==> config.mk <==
export PLATFORM = sky130hd
export DESIGN_NAME = rorng_top
export DESIGN_NICKNAME = d
export VERILOG_FILES = /design/src/pkg/rorng_pkg.sv /design/src/hdl/rorng_top.sv
export SDC_FILE = /design/constraint.sdc
export NUM_CORES = 2
export LEC_CHECK = 0
export BUFFER_PORTS_ARGS = -buffer_cell sky130_fd_sc_hd__buf_4
export CORE_MARGIN = 3
export CORE_UTILIZATION = 30
export CTS_BUF_LIST = sky130_fd_sc_hd__clkbuf_8
export DETAILED_ROUTE_END_ITERATION = 8
export GPL_ROUTABILITY_DRIVEN = 0
export PLACE_DENSITY = 0.52
export REMOVE_ABC_BUFFERS = 1
export SLEW_MARGIN = 10
export SYNTH_ARGS = -nofsm -noshare
export SYNTH_HDL_FRONTEND = slang
export SYNTH_HIERARCHICAL = 1
export SYNTH_SLANG_ARGS = --single-unit
==> constraint.sdc <==
create_clock -name ref_clk -period 10.5 [get_ports ref_clk]
set_clock_uncertainty 0.05 [all_clocks]
set_input_delay 1.575 -clock ref_clk [delete_from_list [all_inputs] [get_ports ref_clk]]
set_output_delay 1.575 -clock ref_clk [all_outputs]
set_load 0.1 [all_outputs]
==> src/pkg/rorng_pkg.sv <==
// Purpose: Shared constants and carriers of the ring-oscillator RNG block
// Assumes: AXI4-Lite, 32-bit data, one register per aligned word
// Notes: Register indices times four give the byte addresses
`default_nettype none
package rorng_pkg;
   // Bus geometry
   localparam int RORNG_ADDR_W = 18;
   localparam int RORNG_IDX_W = 16;
   localparam int RORNG_DATA_W = 32;
   localparam int RORNG_IDX_LSB = 2;
   // Register indices; byte address is four times the index
   localparam logic [15:0] RORNG_IDX_CTRL = 16'h4000;
   localparam logic [15:0] RORNG_IDX_IRQ_SRC = 16'h4002;
   localparam logic [15:0] RORNG_IDX_IRQ_GLB = 16'h4003;
   localparam logic [15:0] RORNG_IDX_MODE = 16'h4004;
   localparam logic [15:0] RORNG_IDX_FLAGS = 16'h4008;
   localparam logic [15:0] RORNG_IDX_REV = 16'h4010;
   localparam logic [15:0] RORNG_IDX_PROJ_LO = 16'h4012;
   localparam logic [15:0] RORNG_IDX_PROJ_HI = 16'h4013;
   localparam logic [15:0] RORNG_IDX_PP_THR = 16'h4020;
   localparam logic [15:0] RORNG_IDX_RAW_THR = 16'h4022;
   localparam logic [15:0] RORNG_IDX_PP_LVL = 16'h4024;
   localparam logic [15:0] RORNG_IDX_RAW_LVL = 16'h4028;
   localparam logic [15:0] RORNG_IDX_DATA = 16'h4030;
   // Field positions
   localparam int RORNG_CTRL_EN_BIT = 0;
   localparam int RORNG_CTRL_MASK_LSB = 1;
   localparam int RORNG_MASK_W = 4;
   localparam int RORNG_DATA_IE_BIT = 1;
   localparam int RORNG_EMPTY_IE_BIT = 2;
   localparam int RORNG_GLOBAL_IE_BIT = 0;
   localparam int RORNG_MODE_BIT = 0;
   localparam int RORNG_FLAG_READY_BIT = 1;
   localparam int RORNG_FLAG_EMPTY_BIT = 2;
   localparam int RORNG_THR_W = 3;
   localparam int RORNG_LVL_W = 8;
   // Reset values
   localparam logic [7:0] RORNG_CTRL_RST = 8'h1F;
   localparam logic [7:0] RORNG_IRQ_SRC_RST = 8'h02;
   localparam logic [7:0] RORNG_IRQ_GLB_RST = 8'h01;
   localparam logic [7:0] RORNG_MODE_RST = 8'h00;
   localparam logic [7:0] RORNG_THR_RST = 8'h07;
   // Bus answers
   localparam logic [1:0] RORNG_RESP_OKAY = 2'h0;
   localparam logic [1:0] RORNG_RESP_SLVERR = 2'h2;
   // Master to slave signals of the register bus
   typedef struct packed {
      logic awvalid;
      logic [RORNG_ADDR_W-1:0] awaddr;
      logic [2:0] awprot;
      logic wvalid;
      logic [RORNG_DATA_W-1:0] wdata;
      logic [3:0] wstrb;
      logic bready;
      logic arvalid;
      logic [RORNG_ADDR_W-1:0] araddr;
      logic [2:0] arprot;
      logic rready;
   } rorng_axi_req_type;
   // Slave to master signals of the register bus
   typedef struct packed {
      logic awready;
      logic wready;
      logic bvalid;
      logic [1:0] bresp;
      logic arready;
      logic rvalid;
      logic [RORNG_DATA_W-1:0] rdata;
      logic [1:0] rresp;
   } rorng_axi_rsp_type;
   // One entropy word offered by the sources
   typedef struct packed {
      logic valid;
      logic [RORNG_DATA_W-1:0] data;
   } rorng_word_type;
endpackage : rorng_pkg
`default_nettype wire

==> src/hdl/rorng_top.sv <==
// Purpose: Control, status and buffering of a ring-oscillator RNG
// Assumes: Entropy words arrive on ref_clk from on-chip sources
// Notes: Two word FIFOs, raw and mixed; one read port pops the selected one
`timescale 1ns/1ps
`default_nettype none

// ----------------------------------------------------------------
// Word FIFO with valid/ready on both sides
// ----------------------------------------------------------------
module rorng_fifo import rorng_pkg::*; #(
   parameter int WIDTH = 32,
   parameter int DEPTH = 32,
   parameter int LEVEL_W = 8
) (
   input wire logic ref_clk,
   input wire logic nrst,
   input wire logic in_valid,
   output logic in_ready,
   input wire logic [WIDTH-1:0] in_data,
   output logic out_valid,
   input wire logic out_ready,
   output logic [WIDTH-1:0] out_data,
   output logic [LEVEL_W-1:0] level
);
   localparam int PTR_W = $clog2(DEPTH);
   localparam logic [LEVEL_W-1:0] FULL_LVL = LEVEL_W'(DEPTH);
   // Whole FIFO state; depth must be a power of two
   typedef struct packed {
      logic [DEPTH-1:0][WIDTH-1:0] mem;
      logic [PTR_W-1:0] wr_ptr;
      logic [PTR_W-1:0] rd_ptr;
      logic [LEVEL_W-1:0] count;
   } rorng_fifo_state_type;
   rorng_fifo_state_type state; // Registered state
   rorng_fifo_state_type next_state; // Value for next edge
   logic push; // Word accepted this cycle
   logic pop; // Word removed this cycle

   // Honest flags come straight from the count
   assign in_ready = (state.count != FULL_LVL);
   assign out_valid = (state.count != '0);
   assign out_data = state.mem[state.rd_ptr];
   assign level = state.count;
   assign push = in_valid && in_ready;
   assign pop = out_valid && out_ready;

   // Next state of pointers, storage and count
   always_comb begin
      next_state = state;
      if (push) begin
         next_state.mem[state.wr_ptr] = in_data;
         next_state.wr_ptr = state.wr_ptr + 1'b1;
      end
      if (pop) begin
         next_state.rd_ptr = state.rd_ptr + 1'b1;
      end
      if (push && !pop) begin
         next_state.count = state.count + 1'b1;
      end else if (pop && !push) begin
         next_state.count = state.count - 1'b1;
      end
   end

   // Register the state
   always_ff @(posedge ref_clk or negedge nrst) begin
      if (!nrst) begin
         state <= '0;
      end else begin
         state <= next_state;
      end
   end
endmodule : rorng_fifo

// ----------------------------------------------------------------
// Register file, flags and data path
// ----------------------------------------------------------------
// Functional notes
// Generator enable bit, reset set
// Four source enables, all reset on
// Data interrupt enable, reset enabled
// Empty-read interrupt enable, reset disabled
// Global enable gates individual interrupt enables
// Mode bit: raw or post-processed output
// Post-processed threshold crossing sets data ready
// Raw threshold crossing sets data ready
// Post-processed FIFO count readable, reset zero
// Configuration frozen while generator enabled; the mode bit stays writable while running
// Data ready cleared by one, edge set
// Empty data read sets error flag
// Flags not cleared while generator disabled
// Reserved bits read zero, writes ignored
// Enabled flags drive one level interrupt
module rorng_top import rorng_pkg::*; #(
   parameter int FIFO_DEPTH = 32,
   parameter logic [3:0] MINOR_REV = 4'h1, // Arbitrary value
   parameter logic [3:0] MAJOR_REV = 4'h1, // Arbitrary value
   parameter logic [7:0] PROJECT_LO = 8'h5A, // Arbitrary value
   parameter logic [7:0] PROJECT_HI = 8'hA5 // Arbitrary value
) (
   input wire logic ref_clk,
   input wire logic nrst,
   input wire rorng_axi_req_type axi_req,
   output rorng_axi_rsp_type axi_rsp,
   input wire rorng_word_type entropy_in,
   output logic entropy_ready,
   output logic [RORNG_MASK_W-1:0] source_enable,
   output logic irq
);
   // All block state in one record
   typedef struct packed {
      logic gen_en; // Generator running
      logic [RORNG_MASK_W-1:0] src_mask; // Per-source enables
      logic data_ie; // Data ready interrupt enable
      logic empty_ie; // Empty read interrupt enable
      logic global_ie; // Global interrupt gate
      logic pp_sel; // Post-processed path selected
      logic data_ready; // Sticky data ready flag
      logic empty_err; // Sticky empty read flag
      logic [RORNG_THR_W-1:0] pp_thr; // Mixed FIFO threshold
      logic [RORNG_THR_W-1:0] raw_thr; // Raw FIFO threshold
      logic [RORNG_LVL_W-1:0] pp_prev; // Mixed level last cycle
      logic [RORNG_LVL_W-1:0] raw_prev; // Raw level last cycle
      logic [RORNG_DATA_W-1:0] mix; // Last mixed word
      logic aw_held; // Write address captured
      logic [RORNG_IDX_W-1:0] aw_idx; // Captured write index
      logic w_held; // Write data captured
      logic [7:0] wbyte; // Captured low data byte
      logic wlane; // Low byte lane was strobed
      logic bvalid; // Write answer pending
      logic [1:0] bresp; // Write answer code
      logic rvalid; // Read answer pending
      logic [RORNG_DATA_W-1:0] rdata; // Read answer data
      logic [1:0] rresp; // Read answer code
      logic irq; // Interrupt level
   } rorng_state_type;
   rorng_state_type state; // Registered state
   rorng_state_type next_state; // Value for next edge

   logic raw_in_valid; // Offer to raw FIFO
   logic raw_in_ready; // Raw FIFO has room
   logic raw_out_valid; // Raw FIFO holds a word
   logic raw_pop; // Raw word taken by a read
   logic [RORNG_DATA_W-1:0] raw_out; // Head of raw FIFO
   logic [RORNG_LVL_W-1:0] raw_lvl; // Raw FIFO level
   logic pp_in_valid; // Offer to mixed FIFO
   logic pp_in_ready; // Mixed FIFO has room
   logic pp_out_valid; // Mixed FIFO holds a word
   logic pp_pop; // Mixed word taken by a read
   logic [RORNG_DATA_W-1:0] pp_out; // Head of mixed FIFO
   logic [RORNG_DATA_W-1:0] pp_word; // Word entering mixed FIFO
   logic [RORNG_LVL_W-1:0] pp_lvl; // Mixed FIFO level
   logic aw_take; // Write address handshake
   logic w_take; // Write data handshake
   logic ar_take; // Read address handshake
   logic [RORNG_IDX_W-1:0] ar_idx; // Read index
   logic data_read; // Read of the data register
   logic sel_valid; // Selected FIFO holds a word

   // ----------------------------------------------------------------
   // Entropy routing
   // ----------------------------------------------------------------
   // Words enter only while running; the mode picks the FIFO
   assign raw_in_valid = entropy_in.valid && state.gen_en && !state.pp_sel;
   assign pp_in_valid = entropy_in.valid && state.gen_en && state.pp_sel;
   // Back-pressure from the chosen FIFO stalls the sources
   assign entropy_ready = state.gen_en && (state.pp_sel ? pp_in_ready : raw_in_ready);
   // Simple running mix; stands in for a real conditioner
   assign pp_word = entropy_in.data ^ {state.mix[RORNG_DATA_W-2:0], state.mix[RORNG_DATA_W-1]};
   // Sources run only with the generator on
   assign source_enable = state.gen_en ? state.src_mask : '0;
   assign irq = state.irq;

   // ----------------------------------------------------------------
   // Bus handshakes
   // ----------------------------------------------------------------
   // One write and one read outstanding; ready drops while answering
   always_comb begin
      axi_rsp.awready = !state.aw_held && !state.bvalid;
      axi_rsp.wready = !state.w_held && !state.bvalid;
      axi_rsp.bvalid = state.bvalid;
      axi_rsp.bresp = state.bresp;
      axi_rsp.arready = !state.rvalid;
      axi_rsp.rvalid = state.rvalid;
      axi_rsp.rdata = state.rdata;
      axi_rsp.rresp = state.rresp;
   end
   assign aw_take = axi_req.awvalid && axi_rsp.awready;
   assign w_take = axi_req.wvalid && axi_rsp.wready;
   assign ar_take = axi_req.arvalid && axi_rsp.arready;
   assign ar_idx = axi_req.araddr[RORNG_ADDR_W-1:RORNG_IDX_LSB];
   assign data_read = ar_take && (ar_idx == RORNG_IDX_DATA);
   assign sel_valid = state.pp_sel ? pp_out_valid : raw_out_valid;
   // A read pops only the FIFO the mode selects
   assign raw_pop = data_read && !state.pp_sel && raw_out_valid;
   assign pp_pop = data_read && state.pp_sel && pp_out_valid;

   // ----------------------------------------------------------------
   // Buffers
   // ----------------------------------------------------------------
   rorng_fifo #(
      .WIDTH(RORNG_DATA_W),
      .DEPTH(FIFO_DEPTH),
      .LEVEL_W(RORNG_LVL_W)
   ) u_raw_fifo (
      .ref_clk(ref_clk),
      .nrst(nrst),
      .in_valid(raw_in_valid),
      .in_ready(raw_in_ready),
      .in_data(entropy_in.data),
      .out_valid(raw_out_valid),
      .out_ready(raw_pop),
      .out_data(raw_out),
      .level(raw_lvl)
   );

   rorng_fifo #(
      .WIDTH(RORNG_DATA_W),
      .DEPTH(FIFO_DEPTH),
      .LEVEL_W(RORNG_LVL_W)
   ) u_pp_fifo (
      .ref_clk(ref_clk),
      .nrst(nrst),
      .in_valid(pp_in_valid),
      .in_ready(pp_in_ready),
      .in_data(pp_word),
      .out_valid(pp_out_valid),
      .out_ready(pp_pop),
      .out_data(pp_out),
      .level(pp_lvl)
   );

   // ----------------------------------------------------------------
   // Next state
   // ----------------------------------------------------------------
   // Flags first, then the bus write, then the read answer
   always_comb begin
      logic aw_have;
      logic w_have;
      logic do_write;
      logic clr_ready;
      logic clr_empty;
      logic set_ready;
      logic set_empty;
      logic [7:0] wb;
      logic [RORNG_LVL_W-1:0] pp_thr_w;
      logic [RORNG_LVL_W-1:0] raw_thr_w;
      aw_have = 1'b0;
      w_have = 1'b0;
      do_write = 1'b0;
      clr_ready = 1'b0;
      clr_empty = 1'b0;
      set_ready = 1'b0;
      set_empty = 1'b0;
      wb = 8'h00;
      pp_thr_w = RORNG_LVL_W'(state.pp_thr);
      raw_thr_w = RORNG_LVL_W'(state.raw_thr);
      next_state = state;

      // Mixer remembers each word it passed on
      if (pp_in_valid && pp_in_ready) begin
         next_state.mix = pp_word;
      end
      // Levels are tracked to see a rising crossing
      next_state.pp_prev = pp_lvl;
      next_state.raw_prev = raw_lvl;

      // Only a step from threshold minus one sets the flag
      if (pp_lvl == pp_thr_w && state.pp_prev == pp_thr_w - 1'b1) begin
         set_ready = 1'b1;
      end
      if (raw_lvl == raw_thr_w && state.raw_prev == raw_thr_w - 1'b1) begin
         set_ready = 1'b1;
      end
      // Reading an empty data register is flagged every time
      if (data_read && !sel_valid) begin
         set_empty = 1'b1;
      end

      // Capture write address and data in either order
      if (aw_take) begin
         next_state.aw_held = 1'b1;
         next_state.aw_idx = axi_req.awaddr[RORNG_ADDR_W-1:RORNG_IDX_LSB];
      end
      if (w_take) begin
         next_state.w_held = 1'b1;
         next_state.wbyte = axi_req.wdata[7:0];
         next_state.wlane = axi_req.wstrb[0];
      end
      aw_have = next_state.aw_held;
      w_have = next_state.w_held;
      do_write = aw_have && w_have && !state.bvalid;
      wb = next_state.wbyte;

      if (do_write) begin
         next_state.aw_held = 1'b0;
         next_state.w_held = 1'b0;
         next_state.bvalid = 1'b1;
         next_state.bresp = RORNG_RESP_OKAY;
         // Only the low byte lane carries register bits
         if (!next_state.wlane) begin
            // Nothing stored without the low lane
         end else if (next_state.aw_idx == RORNG_IDX_CTRL) begin
            next_state.gen_en = wb[RORNG_CTRL_EN_BIT];
            // Source mask is frozen while running
            if (!state.gen_en) begin
               next_state.src_mask = wb[RORNG_CTRL_MASK_LSB +: RORNG_MASK_W];
            end
         end else if (next_state.aw_idx == RORNG_IDX_IRQ_SRC) begin
            if (!state.gen_en) begin
               next_state.data_ie = wb[RORNG_DATA_IE_BIT];
               next_state.empty_ie = wb[RORNG_EMPTY_IE_BIT];
            end
         end else if (next_state.aw_idx == RORNG_IDX_IRQ_GLB) begin
            if (!state.gen_en) begin
               next_state.global_ie = wb[RORNG_GLOBAL_IE_BIT];
            end
         end else if (next_state.aw_idx == RORNG_IDX_MODE) begin
            // Path switch stays allowed while running
            next_state.pp_sel = wb[RORNG_MODE_BIT];
         end else if (next_state.aw_idx == RORNG_IDX_FLAGS) begin
            // Clears are ignored while the generator is off
            if (state.gen_en) begin
               clr_ready = wb[RORNG_FLAG_READY_BIT];
               clr_empty = wb[RORNG_FLAG_EMPTY_BIT];
            end
         end else if (next_state.aw_idx == RORNG_IDX_PP_THR) begin
            if (!state.gen_en) begin
               next_state.pp_thr = wb[RORNG_THR_W-1:0];
            end
         end else if (next_state.aw_idx == RORNG_IDX_RAW_THR) begin
            if (!state.gen_en) begin
               next_state.raw_thr = wb[RORNG_THR_W-1:0];
            end
         end else if (next_state.aw_idx == RORNG_IDX_REV || next_state.aw_idx == RORNG_IDX_PROJ_LO
                      || next_state.aw_idx == RORNG_IDX_PROJ_HI || next_state.aw_idx == RORNG_IDX_PP_LVL
                      || next_state.aw_idx == RORNG_IDX_RAW_LVL || next_state.aw_idx == RORNG_IDX_DATA) begin
            // Read-only registers ignore writes
         end else begin
            next_state.bresp = RORNG_RESP_SLVERR;
         end
      end
      if (state.bvalid && axi_req.bready) begin
         next_state.bvalid = 1'b0;
      end

      // Set wins over a clear in the same cycle
      if (set_ready) begin
         next_state.data_ready = 1'b1;
      end else if (clr_ready) begin
         next_state.data_ready = 1'b0;
      end
      if (set_empty) begin
         next_state.empty_err = 1'b1;
      end else if (clr_empty) begin
         next_state.empty_err = 1'b0;
      end

      // Read answer; unused bits stay zero
      if (ar_take) begin
         next_state.rvalid = 1'b1;
         next_state.rresp = RORNG_RESP_OKAY;
         next_state.rdata = '0;
         if (ar_idx == RORNG_IDX_CTRL) begin
            next_state.rdata[RORNG_CTRL_EN_BIT] = state.gen_en;
            next_state.rdata[RORNG_CTRL_MASK_LSB +: RORNG_MASK_W] = state.src_mask;
         end else if (ar_idx == RORNG_IDX_IRQ_SRC) begin
            next_state.rdata[RORNG_DATA_IE_BIT] = state.data_ie;
            next_state.rdata[RORNG_EMPTY_IE_BIT] = state.empty_ie;
         end else if (ar_idx == RORNG_IDX_IRQ_GLB) begin
            next_state.rdata[RORNG_GLOBAL_IE_BIT] = state.global_ie;
         end else if (ar_idx == RORNG_IDX_MODE) begin
            next_state.rdata[RORNG_MODE_BIT] = state.pp_sel;
         end else if (ar_idx == RORNG_IDX_FLAGS) begin
            next_state.rdata[RORNG_FLAG_READY_BIT] = state.data_ready;
            next_state.rdata[RORNG_FLAG_EMPTY_BIT] = state.empty_err;
         end else if (ar_idx == RORNG_IDX_REV) begin
            next_state.rdata[7:0] = {MAJOR_REV, MINOR_REV};
         end else if (ar_idx == RORNG_IDX_PROJ_LO) begin
            next_state.rdata[7:0] = PROJECT_LO;
         end else if (ar_idx == RORNG_IDX_PROJ_HI) begin
            next_state.rdata[7:0] = PROJECT_HI;
         end else if (ar_idx == RORNG_IDX_PP_THR) begin
            next_state.rdata[RORNG_THR_W-1:0] = state.pp_thr;
         end else if (ar_idx == RORNG_IDX_RAW_THR) begin
            next_state.rdata[RORNG_THR_W-1:0] = state.raw_thr;
         end else if (ar_idx == RORNG_IDX_PP_LVL) begin
            next_state.rdata[RORNG_LVL_W-1:0] = pp_lvl;
         end else if (ar_idx == RORNG_IDX_RAW_LVL) begin
            next_state.rdata[RORNG_LVL_W-1:0] = raw_lvl;
         end else if (ar_idx == RORNG_IDX_DATA) begin
            // Empty read answers zero with OKAY; the flag tells software
            if (sel_valid) begin
               next_state.rdata = state.pp_sel ? pp_out : raw_out;
            end
         end else begin
            next_state.rresp = RORNG_RESP_SLVERR;
         end
      end else if (state.rvalid && axi_req.rready) begin
         next_state.rvalid = 1'b0;
      end

      // Enabled flags through the global gate make one level
      next_state.irq = next_state.global_ie &&
         ((next_state.data_ready && next_state.data_ie) ||
          (next_state.empty_err && next_state.empty_ie));
   end

   // ----------------------------------------------------------------
   // State register
   // ----------------------------------------------------------------
   // Reset loads the documented defaults
   always_ff @(posedge ref_clk or negedge nrst) begin
      if (!nrst) begin
         state <= '0;
         state.gen_en <= RORNG_CTRL_RST[RORNG_CTRL_EN_BIT];
         state.src_mask <= RORNG_CTRL_RST[RORNG_CTRL_MASK_LSB +: RORNG_MASK_W];
         state.data_ie <= RORNG_IRQ_SRC_RST[RORNG_DATA_IE_BIT];
         state.empty_ie <= RORNG_IRQ_SRC_RST[RORNG_EMPTY_IE_BIT];
         state.global_ie <= RORNG_IRQ_GLB_RST[RORNG_GLOBAL_IE_BIT];
         state.pp_sel <= RORNG_MODE_RST[RORNG_MODE_BIT];
         state.pp_thr <= RORNG_THR_RST[RORNG_THR_W-1:0];
         state.raw_thr <= RORNG_THR_RST[RORNG_THR_W-1:0];
      end else begin
         state <= next_state;
      end
   end
endmodule : rorng_top
`default_nettype wire

==> flow_summary.toml <==
[outcome]
outcome = "finished, final reports clean"

[detailed_routing]
drc_errors = 0
wl_per_cell_um = 25.4
detailedRoute.firstPassIterationCount = 6
detail-route-antenna-nets = 0
drt_iter0_drc = 3953
vias = 59700
drt-total-wl_um = 296000
post_detailed_route_via_to_cell_ratio = 5.11

[global_route]
first_global_vias = 64900
grt_max_degree = 185
wire_length_of_the_first_global_routing_pass_um = 440000
antenna_found_initial = 17
gr-total-overflow = 0
gr-usage-all-layers = 0.168

[power]
p_leak_nw = 53.5
power_density_over_cell_area_nw_per_um2 = 150
ir_drop_v = 0.000103

[layout]
nNetsFinal = 7022
area_delta_synth_final_pct = 12.8
drive_gt1_frac = 0.414
instances_no_fill = 11700

[synthesis]
synthFlopType = "sky130_fd_sc_hd__dfrtp_1"
synth_edf_count = 0
seq_area_frac_synth = 0.542
postSynth.asyncResetShare = 1.00
synth_seq_cells = 2210
syn_avg_cell_area_um2 = 14.8
ys_warn_count = 6
syn-instance-count = 6885
synth_cell_types = 81
mappedNetlistArea_um2 = 102000

[setup_path]
cp-end-kind = "flip-flop"
cp_data_arrival_time_ns = 5.85
crit_path_max_fanout = 13
cp.required_ns = 11.33
delay_contributed_by_the_slowest_stage_of_the_critical_path_ns = 0.72
critPathKind = "primary input to flip-flop"
worstPathCellList = "buf_4, nor4_2, nor4bb_1, nand3_1, nor2_1, o21a_1, inv_1, ha_1, inv_1, ha_1, a21o_1, or3_1, a2111o_1, o311ai_0, a31oi_1"
crit_path_start_kind = "primary input"
cpMaxStageDelayCell = "sky130_fd_sc_hd__nor4_2"

[sta]
tightest_slew_ns = 1.27
report.final.setup_viol = 0
timing.final.crit_period_ns = 5.02
final_clock_period_utilization_by_the_worst_path = 0.478
max_slew_violation_count = 0
top_achievable_clock_speed_mhz = 199
hold_violations = 0
grt_setup_unrepaired = "false"
total_neg_setup_slack_ns = 0
max_slew_margin = 0.153

[placed_design]
dp_hpwl_um = 171000
place.detailed.instances = 11000
port-buffer-count = 122

[clocking]
htree_num_levels = 5
clk_path_buf_depth = 4
cts_hold_buffers = 0
post-cts-setup-buffers = 0
tritoncts.num_buffers = 392
source_to_sink_clock_delay_at_the_later_pin_of_the_worst_skew_pair_ns = 1.06
clk_pin_slew_worst_paths_ns = 0.06
cts.root.buffer_cell = "sky130_fd_sc_hd__clkbuf_8"
tritoncts_clock_tree = "yes"
cts_resized = 0
cts_num_sinks = 2210

[min_path]
worst_hold_path_type = "flip-flop to flip-flop"

[floorplan]
fp.dieW_um = 589
starting_density_of_the_core = 0.302
die-area_um2 = 347000
num_rows = 213
design.portCount = 165
coreArea_um2 = 338000
die_height_um = 589

[job]
max_cap_violations = 0
[cell type report]
cell class | instances | area (um2)
fillers | 32700 | 222000
repair buffers | 274 | 2280
clock buffers | 478 | 6580
diodes | 6 | 15.0
flip-flops and latches | 2210 | 55400
multi-input cells | 3972 | 44100
inverters | 25 | 93.8
clock inverters | 198 | 1080
well taps | 4515 | 5650
[sequential cells by signal, indices dropped and copies added (netlist names)]
register,count
axi_rsp,36
irq,1
state,89
u_pp_fifo/level,8
u_pp_fifo/state,1034
u_raw_fifo/level,8
u_raw_fifo/state,1034
[metal layers]
metal,vias up,GRT usage,share of wire
li1,25300,-,-
met3,507,0.0279,0.049
met4,4,0.0553,0.031
met2,1407,0.264,0.46
met1,32500,0.236,0.46
met5,-,0,0.000061
[worst max-delay path: cells and delay by family]
kind / cells / cell delay (ns)
buffers and inverters: 3 / 0.50
and+or+nand+nor: 5 / 2.04
AOI/OAI and AO/OA: 5 / 1.13
adders and majority gates: 2 / 0.59
[kinds of logic after synthesis]
kind of cell / after synthesis / share of synthesized area
xor+xnor: 63 / 0.00540
flops: 2210 / 0.542
buf+inv: 704 / 0.0341
other cells: 1 / 0.0000367
compound gates: 415 / 0.0312
mux: 2908 / 0.358
fa+ha+maj: 29 / 0.00370
simple gates: 555 / 0.0258
[cells in the final DEF, fill, tap and decap left out, drive strengths merged, types with 7 or more instances in the layout]
master   Yosys  layout
dfrtp     2197    2197
mux2      2108    2108
clkbuf     310     478
mux2i      414     414
mux4       386     386
nor2       290     290
buf        369     274
inv         25     191
nand2      111     111
a211oi      71      71
o221ai      65      65
o22ai       64      64
a2111oi     62      62
o21ai       58      58
xor2        39      39
a21oi       29      29
nand3       29      29
ha          27      27
xnor2       24      24
clkinv       0      23
nor3        19      19
nand4       15      15
dfstp       13      13
nor2b       12      12
a21o        10      10
o21a        10      10
and2        10      10
nor3b        9       9
nand3b       8       8
nor4         8       8
and3         7       7
or2          7       7
[cells in the mapped netlist (65+ instances only)]
| cell | instances | share of area |
|---|---|---|
| sky130_fd_sc_hd__a211oi_1 | 71 | 0.0052 |
| sky130_fd_sc_hd__mux2_1 | 512 | 0.056 |
| sky130_fd_sc_hd__buf_4 | 99 | 0.0073 |
| sky130_fd_sc_hd__buf_2 | 219 | 0.011 |
| sky130_fd_sc_hd__o221ai_1 | 65 | 0.0056 |
| sky130_fd_sc_hd__clkbuf_1 | 308 | 0.011 |
| sky130_fd_sc_hd__mux4_2 | 386 | 0.085 |
| sky130_fd_sc_hd__dfrtp_1 | 2197 | 0.54 |
| sky130_fd_sc_hd__nand2_1 | 111 | 0.0041 |
| sky130_fd_sc_hd__mux2i_1 | 414 | 0.041 |
| sky130_fd_sc_hd__nor2_1 | 269 | 0.0099 |
| sky130_fd_sc_hd__mux2_2 | 1595 | 0.18 |
[where the power goes]
group | switching, mW | leakage [nW] | internal (mW) | total (mW)
combinational | 0.586 | 18.3 | 0.177 | 0.764
clock | 3.66 | 4.49 | 4.21 | 7.87
sequential | 0.0547 | 30.7 | 8.60 | 8.65
[per-stage QoR]
stage	hold WS, ns	cell area (um2)	util	setup slack [ns]	total power [mW]
detailed placement	0.420	107000	0.318	4.50	9.58
floorplan	0.377	98700	-	-2.87	9.14
finish	0.427	115000	0.341	5.48	17.3
global route	0.443	115000	0.341	5.28	18.0
CTS	0.404	115000	0.341	5.66	17.6
global placement	0.411	107000	0.318	4.45	9.56
[final timing paths]
path | startpoint | endpoint | depth (start not counted) | slack (ns)
max in group asynchronous | nrst | u_pp_fifo/state[992]$_DFFE_PN0P_ | 3 | 7.38
hold / removal | u_raw_fifo/state[890]$_DFFE_PN0P_ | u_raw_fifo/state[890]$_DFFE_PN0P_ | 1 | 0.43
setup / recovery | axi_req[7] | u_pp_fifo/level[7]$_DFFE_PN0P_ | 15 | 5.48
min in group asynchronous | nrst | state[40]$_DFF_PN0_ | 1 | 0.48
hold reg to reg | u_raw_fifo/state[890]$_DFFE_PN0P_ | u_raw_fifo/state[890]$_DFFE_PN0P_ | 1 | 0.43
setup reg to reg | u_pp_fifo/state[8]$_DFFE_PN0P_ | axi_rsp[6]$_DFFE_PN0P_ | 9 | 5.65
(Power assumes the default switching activity.)
